$ cat src/rtl/csd_defs.svh
// offsets, field positions and reset values of the chip-select decoder
`ifndef CSD_DEFS_SVH
`define CSD_DEFS_SVH
`define CSD_NBANK        8
`define CSD_SPACE_LO     12'h080
`define CSD_SPACE_HI     12'h0DC
`define CSD_BANK_STRIDE  12'h00C
`define CSD_OFS_BASE     4'h0
`define CSD_OFS_MASK     4'h4
`define CSD_OFS_CTRL     4'h8
`define CSD_MASK_HI      31
`define CSD_MASK_LO      16
`define CSD_WP_BIT       8
`define CSD_AM_BIT       6
`define CSD_CI_BIT       5
`define CSD_SC_BIT       4
`define CSD_SD_BIT       3
`define CSD_UC_BIT       2
`define CSD_UD_BIT       1
`define CSD_V_BIT        0
`define CSD_MASK_WMASK   32'hFFFF017F
`define CSD_CTRL_WMASK   16'h3DF8
`define CSD_BASE_RST     16'h0000
`define CSD_MASK_RST     32'h00000000
`define CSD_CTRL_RST     16'h0000
`endif

$ cat src/rtl/csd_pkg.sv
// types shared by the chip-select decoder files
`default_nettype none
package csd_pkg;
	typedef enum logic [2:0] {
		CSD_SP_CPU,
		CSD_SP_SCODE,
		CSD_SP_SDATA,
		CSD_SP_UCODE,
		CSD_SP_UDATA
	} csd_space_t;
	typedef struct packed {
		logic [15:0] base;
		logic [31:0] mask;
		logic [15:0] ctrl;
	} csd_bank_t;
endpackage : csd_pkg
`default_nettype wire

$ cat src/rtl/csd_decoder.sv
// eight-bank chip-select decoder with its register file
//
// Contract
// - writes to unassigned offsets or reserved bits change nothing.
// - external masters may read and write every chip-select register.
// - each bank compares its 16-bit base with address bits 31..16.
// - a set ignore bit makes that address bit a don't-care.
// - a bank spans 2**(16+set ignore bits) bytes, possibly in pieces.
// - with write protect set, writes do not select the bank.
// - alternate master clear drops s/u code/data masks on alternate-master access.
// - each access-space mask bit set excludes its access type.
// - a masked access gets no select and runs a plain bus cycle.
// - no select asserts while its valid bit is clear, save boot bank 0.
// - reset clears every valid bit.
// - until bank 0 is valid, bank 0 selects every external access alone.
// - reserved locations read as zero.
`timescale 1ns/1ns
`default_nettype none
`include "csd_defs.svh"
module csd_decoder
	import csd_pkg::*;
(
	input  wire logic        clk_i,
	input  wire logic        arst_n_i,
	input  wire logic        reg_sel_i,
	input  wire logic        reg_wr_i,
	input  wire logic [11:0] reg_addr_i,
	input  wire logic [31:0] reg_wdata_i,
	input  wire logic        reg_ext_i,
	output logic      [31:0] reg_rdata_o,
	input  wire logic        acc_req_i,
	input  wire logic [31:0] acc_addr_i,
	input  wire logic [2:0]  acc_space_i,
	input  wire logic        acc_write_i,
	input  wire logic        acc_alt_i,
	output logic      [7:0]  cs_n_o,
	output logic             ext_cycle_o
);
	// ************************************************************
	// state
	// ************************************************************
	typedef struct packed {
		csd_bank_t [7:0] bank;
		logic [31:0]     rdata;
		logic [7:0]      cs_n;
		logic            ext;
	} csd_state_t;

	csd_state_t st_r;
	csd_state_t st_nxt;
	logic [7:0] hit;

	// ************************************************************
	// decode helpers
	// ************************************************************
	function automatic logic in_space(input logic [11:0] a);
		in_space = a >= `CSD_SPACE_LO && a <= `CSD_SPACE_HI &&
		           a[1:0] == 2'b00;
	endfunction : in_space

	function automatic logic [2:0] bank_of(input logic [11:0] a);
		logic [11:0] rel;
		rel = a - `CSD_SPACE_LO;
		bank_of = 3'(rel / `CSD_BANK_STRIDE);
	endfunction : bank_of

	function automatic logic [3:0] slot_of(input logic [11:0] a);
		logic [11:0] rel;
		rel = a - `CSD_SPACE_LO;
		slot_of = 4'(rel % `CSD_BANK_STRIDE);
	endfunction : slot_of

	// ************************************************************
	// per-bank match
	// ************************************************************
	genvar g;
	generate
		for (g = 0; g < `CSD_NBANK; g++) begin : g_bank
			csd_bank_match u_match (
				.base_i    (st_r.bank[g].base),
				.mask_i    (st_r.bank[g].mask),
				.addr_hi_i (acc_addr_i[31:16]),
				.space_i   (acc_space_i),
				.write_i   (acc_write_i),
				.alt_i     (acc_alt_i),
				.hit_o     (hit[g])
			);
		end
	endgenerate

	// ************************************************************
	// next state
	// ************************************************************
	always_comb begin
		logic [2:0] b;
		logic [3:0] s;
		logic       ok;
		b = bank_of(reg_addr_i);
		s = slot_of(reg_addr_i);
		ok = in_space(reg_addr_i);
		st_nxt = st_r;
		st_nxt.rdata = 32'h00000000;
		// external masters see the same map as the core
		if (reg_sel_i && ok && (reg_ext_i || !reg_ext_i)) begin
			if (reg_wr_i) begin
				case (s)
					`CSD_OFS_BASE: st_nxt.bank[b].base = reg_wdata_i[31:16];
					`CSD_OFS_MASK: st_nxt.bank[b].mask =
						reg_wdata_i & `CSD_MASK_WMASK;
					`CSD_OFS_CTRL: st_nxt.bank[b].ctrl =
						reg_wdata_i[15:0] & `CSD_CTRL_WMASK;
					default: ;
				endcase
			end else begin
				case (s)
					`CSD_OFS_BASE: st_nxt.rdata = {st_r.bank[b].base, 16'h0000};
					`CSD_OFS_MASK: st_nxt.rdata = st_r.bank[b].mask;
					`CSD_OFS_CTRL: st_nxt.rdata = {16'h0000, st_r.bank[b].ctrl};
					default:       st_nxt.rdata = 32'h00000000;
				endcase
			end
		end
		st_nxt.cs_n = 8'hFF;
		st_nxt.ext = 1'b0;
		if (acc_req_i) begin
			if (!st_r.bank[0].mask[`CSD_V_BIT]) begin
				st_nxt.cs_n = 8'hFE;
			end else begin
				st_nxt.cs_n = ~hit;
				st_nxt.ext = hit == 8'h00;
			end
		end
	end

	// ************************************************************
	// registers
	// ************************************************************
	always_ff @(posedge clk_i or negedge arst_n_i) begin
		if (!arst_n_i) begin
			for (int i = 0; i < `CSD_NBANK; i++) begin
				st_r.bank[i].base <= `CSD_BASE_RST;
				st_r.bank[i].mask <= `CSD_MASK_RST;
				st_r.bank[i].ctrl <= `CSD_CTRL_RST;
			end
			st_r.rdata <= 32'h00000000;
			st_r.cs_n  <= 8'hFF;
			st_r.ext   <= 1'b0;
		end else begin
			st_r <= st_nxt;
		end
	end

	assign reg_rdata_o = st_r.rdata;
	assign cs_n_o      = st_r.cs_n;
	assign ext_cycle_o = st_r.ext;
endmodule : csd_decoder
`default_nettype wire

$ cat src/rtl/csd_bank_match.sv
// single-bank address and access-type match
`timescale 1ns/1ns
`default_nettype none
`include "csd_defs.svh"
module csd_bank_match
	import csd_pkg::*;
(
	input  wire logic [15:0] base_i,
	input  wire logic [31:0] mask_i,
	input  wire logic [15:0] addr_hi_i,
	input  wire logic [2:0]  space_i,
	input  wire logic        write_i,
	input  wire logic        alt_i,
	output logic             hit_o
);
	logic [15:0] ignore;
	logic        addr_ok;
	logic        space_masked;
	logic        wp_block;
	logic        typed;

	assign ignore  = mask_i[`CSD_MASK_HI:`CSD_MASK_LO];
	// set ignore bits widen the block to 2**(16+popcount), holes allowed
	assign addr_ok = ((addr_hi_i ^ base_i) & ~ignore) == 16'h0000;

	always_comb begin
		case (csd_space_t'(space_i))
			CSD_SP_CPU:   space_masked = mask_i[`CSD_CI_BIT];
			CSD_SP_SCODE: space_masked = mask_i[`CSD_SC_BIT];
			CSD_SP_SDATA: space_masked = mask_i[`CSD_SD_BIT];
			CSD_SP_UCODE: space_masked = mask_i[`CSD_UC_BIT];
			CSD_SP_UDATA: space_masked = mask_i[`CSD_UD_BIT];
			default:      space_masked = 1'b0;
		endcase
	end

	// alternate master ignores s/u code/data masks unless enabled
	assign typed = alt_i && !mask_i[`CSD_AM_BIT] &&
	               (space_i != 3'(CSD_SP_CPU));
	assign wp_block = write_i && mask_i[`CSD_WP_BIT];
	assign hit_o = mask_i[`CSD_V_BIT] && addr_ok && !wp_block &&
	               (typed || !space_masked);
endmodule : csd_bank_match
`default_nettype wire

$ cat config.mk
export PLATFORM = sky130hd
export DESIGN_NAME = csd_decoder
export DESIGN_NICKNAME = d
export VERILOG_FILES = /design/src/rtl/csd_pkg.sv /design/src/rtl/csd_decoder.sv /design/src/rtl/csd_bank_match.sv
export VERILOG_INCLUDE_DIRS = /design/src /design/src/rtl
export SDC_FILE = /design/constraint.sdc
export NUM_CORES = 1
export LEC_CHECK = 0
export BUFFER_PORTS_ARGS = -buffer_cell sky130_fd_sc_hd__buf_2
export CAP_MARGIN = 5
export CORE_ASPECT_RATIO = 1.25
export CORE_MARGIN = 3
export CORE_UTILIZATION = 55
export CTS_CLUSTER_SIZE = 20
export DETAILED_ROUTE_END_ITERATION = 6
export PLACE_DENSITY = 0.73
export SYNTH_ARGS = -nofsm -noshare
export SYNTH_HDL_FRONTEND = slang
export SYNTH_SLANG_ARGS = --single-unit
$ cat constraint.sdc
create_clock -name clk_i -period 4.8 [get_ports clk_i]
set_clock_uncertainty 0.1 [all_clocks]
set_input_delay 0.72 -clock clk_i [delete_from_list [all_inputs] [get_ports clk_i]]
set_output_delay 0.72 -clock clk_i [all_outputs]
set_load 0.005 [all_outputs]
==> results.toml <==
[cts]
clk_pin_slew_ps = 60
cts_sinks = 553
postCtsSetupBuffers = 0
hold_buffers = 0
insertion_delay_ps = 620
cts_made_buffers = 55
cts-root-buf = "clkbuf_16"
cts_tree = "built"
htree_levels = 2
ctsResizeCount = 0
clockBufferDepth = 3

[yosys]
syn_area_per_cell_sq_um = 11.0
ys_types = 79
synthCells = 2403
yosys_warnings = 0
dominantRegCellSynth = "dfrtp_1"
yosysSeqAreaShare_pct = 52.2
yosysTopAreaCell = "dfrtp_1"
synth_area_sq_um = 26500
yosys_register_bits = 553
synthArstFlopShare_pct = 100
yosysTopAreaCellShare_pct = 51.4
synthTopCellsByArea = "dfrtp_1 51%, mux2_2 13%, o22ai_1 4.7%, xnor2_1 4.4%, nand2_1 2.3%"
synth_edf_count = 0
synth_nets = 2491

[route]
initialDrtViolationCount = 2104
routed_via_density = 6.56
drtPass1Iterations = 7
via_count = 20600
drc = 8
routed_wirelength_mm = 85.3
antenna_left = 0
wl_per_cell_um = 27.1

[critical_path]
crit_family = "simple AND/OR/NAND/NOR gates"
cp-start-kind = "primary input"
criticalPathCategory = "in2reg"
cp_slowest_cell = "nand4_1"
worstPathArrival_ps = 4520
cp_max_fo = 22
cp.required_ps = 5170
cpMostUsedCell = "buf_4"
path_cells = "buf_2 > inv_1 > ha_1 > and3b_1 > o21ai_1 > nand3_4 > mux2_4 > o221a_4 > nor3_4 > buf_4 > nand4_1 > buf_4 > o22ai_1 > nor3b_1 > a22o_1"
end_kind = "register"
max_stage_delay_ps = 460
cp_num_buf_inv = 4

[global_routing]
grt_pass1_vias = 20900
grt_pass1_wl_mm = 127
grt_usage_pct = 32.8
antenna_found_initial = 6
grt_start_max_net_pins = 112
grt.overflow.total = 0

[placed_design]
place_congestion = 0.999
postPlaceCellArea_sq_um = 28000
numPortBuffers = 107
hpwlAfterDp_mm = 56.7

[min_path]
min_path_type = "in2async"

[floorplan]
core_area_sq_um = 47400
die_w_um = 202
die_area_sq_um = 50900
start_util_pct = 55.9
dieHeight_um = 251
placementRows = 89
io_pins = 128

[layout]
design_area_sq_um = 29900
final_common_cell = "dfrtp_1"
area_growth_syn_to_layout_pct = 12.6
drive_above_1_share_pct = 26.7
fin_nets = 2545
final_cell_mix = "545 x dfrtp_1, 316 x mux2_2, 199 x o22ai_1"

[sta]
tightestPinTransition_ps = 1410
fin_setup_tns_ps = 0
fmax_mhz = 241
rsz0062_at_grt = "no"
finalCriticalPeriod_ps = 4150
fin_crit_sh_pct = 86.5
slew_headroom_pct = 4.80
hold_viol = 0
maxSlewViolCount = 0
setup_viol = 0

[run_status]
violations = "DRC"
status = "finished with violations"

[power_and_ir_drop]
irDropWorstVdd_uv = 321
leakage_nw = 14.1
power_density_nw_per_um2 = 354

[job]
cap_violations = 0
-- worst register-to-register path, cell delays in order, from the launching register on --
cell and delay (ps):
dfrtp_1 410, xnor2_1 430, o22ai_1 220, nor4_1 340, nand3_1 150, nor4_1 1100
nor4_1 140, nand3b_1 140, nor4_1 50
-- cells by family (layout without fill, tap and decap cells) --
kind of cell / after synthesis / after routing / share of synthesized area [%]
xor gates and xnor gates: 133 / 133 / 4.39
adders and majority gates: 2 / 2 / 0.0849
other: 0 / 7 / 0
DFF: 553 / 553 / 52.2
AOI/OAI and AO/OA: 536 / 536 / 13.6
and+or+nand+nor: 566 / 566 / 10.8
muxes: 328 / 328 / 14.0
buffers and inverters: 285 / 381 / 4.89
-- metrics by stage --
stage / worst slack, ps / hold WS, ps / power, W / instances / utilization (%)
final: 649 / 25.8 / 0.0106 / 3143 / 63.0
after global routing: 457 / 116 / 0.0109 / 3139 / 62.9
after CTS: 758 / 84.0 / 0.0106 / 3136 / 62.9
after detailed placement: 132 / 371 / 0.00614 / 3037 / 58.9
after global placement: 220 / 365 / 0.00612 / 3037 / 58.9
after floorplan: 385 / 324 / 0.00557 / 2403 / -
-- synthesized netlist by cell type (4+ instances only) --
cell type,number
a31oi_1,17
o21ai_0,112
nor3_1,36
buf_4,41
o21a_1,18
buf_2,34
a22oi_1,8
nand3_1,20
or3_1,21
and2_1,65
o22a_1,18
nand4_1,20
a2bb2oi_1,14
dfrtp_1,545
mux2_1,4
a21oi_1,29
nand3_2,4
nand2b_1,10
nand3b_1,4
xnor2_1,132
o211ai_1,14
a222oi_1,18
o221ai_1,19
o22ai_1,199
nor2b_1,36
mux2_2,316
a211oi_1,7
a22o_1,13
clkbuf_1,118
nand2_1,164
nor3b_1,17
o41ai_1,16
nor4_1,23
buf_1,17
mux2_4,5
and3_1,8
o21ai_1,5
dfstp_2,8
nor2_1,121
inv_1,70
buf_6,4
-- report_power, final --
| part | leakage (nW) | switching (W) | total, W | internal, W |
|---|---|---|---|---|
| registers | 7.53 | 0.0000183 | 0.00470 | 0.00468 |
| clock network | 0.937 | 0.00185 | 0.00449 | 0.00263 |
| logic | 5.66 | 0.000918 | 0.00140 | 0.000479 |
| total | 14.1 | 0.00279 | 0.0106 | 0.00780 |
-- area by class of cell --
| type | count | area (sq um) |
|---|---|---|
| clock buffers | 84 | 1690 |
| inverters | 71 | 267 |
| flip-flops and latches | 553 | 13800 |
| clock inverters | 15 | 198 |
| diodes | 7 | 17.5 |
| well taps | 637 | 797 |
| repair buffers | 211 | 1600 |
| multi-input cells | 1565 | 11500 |
| fillers | 3795 | 17600 |
-- final timing paths --
path                          startpoint  depth (start not counted)                        end  slack (ps)
setup reg to reg                register                          8      ext_cycle_o$_DFF_PN0_        1560
hold / removal                  arst_n_i                          1                  async pin          30
max in group asynchronous       arst_n_i                          2                  async pin        3150
min in group clk_i             acc_req_i                          2        cs_n_o[0]$_DFF_PN1_         180
setup / recovery           reg_addr_i[8]                         15  reg_rdata_o[27]$_DFF_PN0_         650
hold reg to reg                 register                          2                   register         380
-- layer usage --
layer / up-vias / wire, um / GRT usage (%)
met5: - / 13 / 0
met2: 1116 / 39400 / 52.4
met3: 393 / 6950 / 6.23
met4: 2 / 7500 / 24.0
met1: 10400 / 31400 / 40.1
li1: 8748 / - / -
No activity file was read; power rests on OpenSTA's default activity.
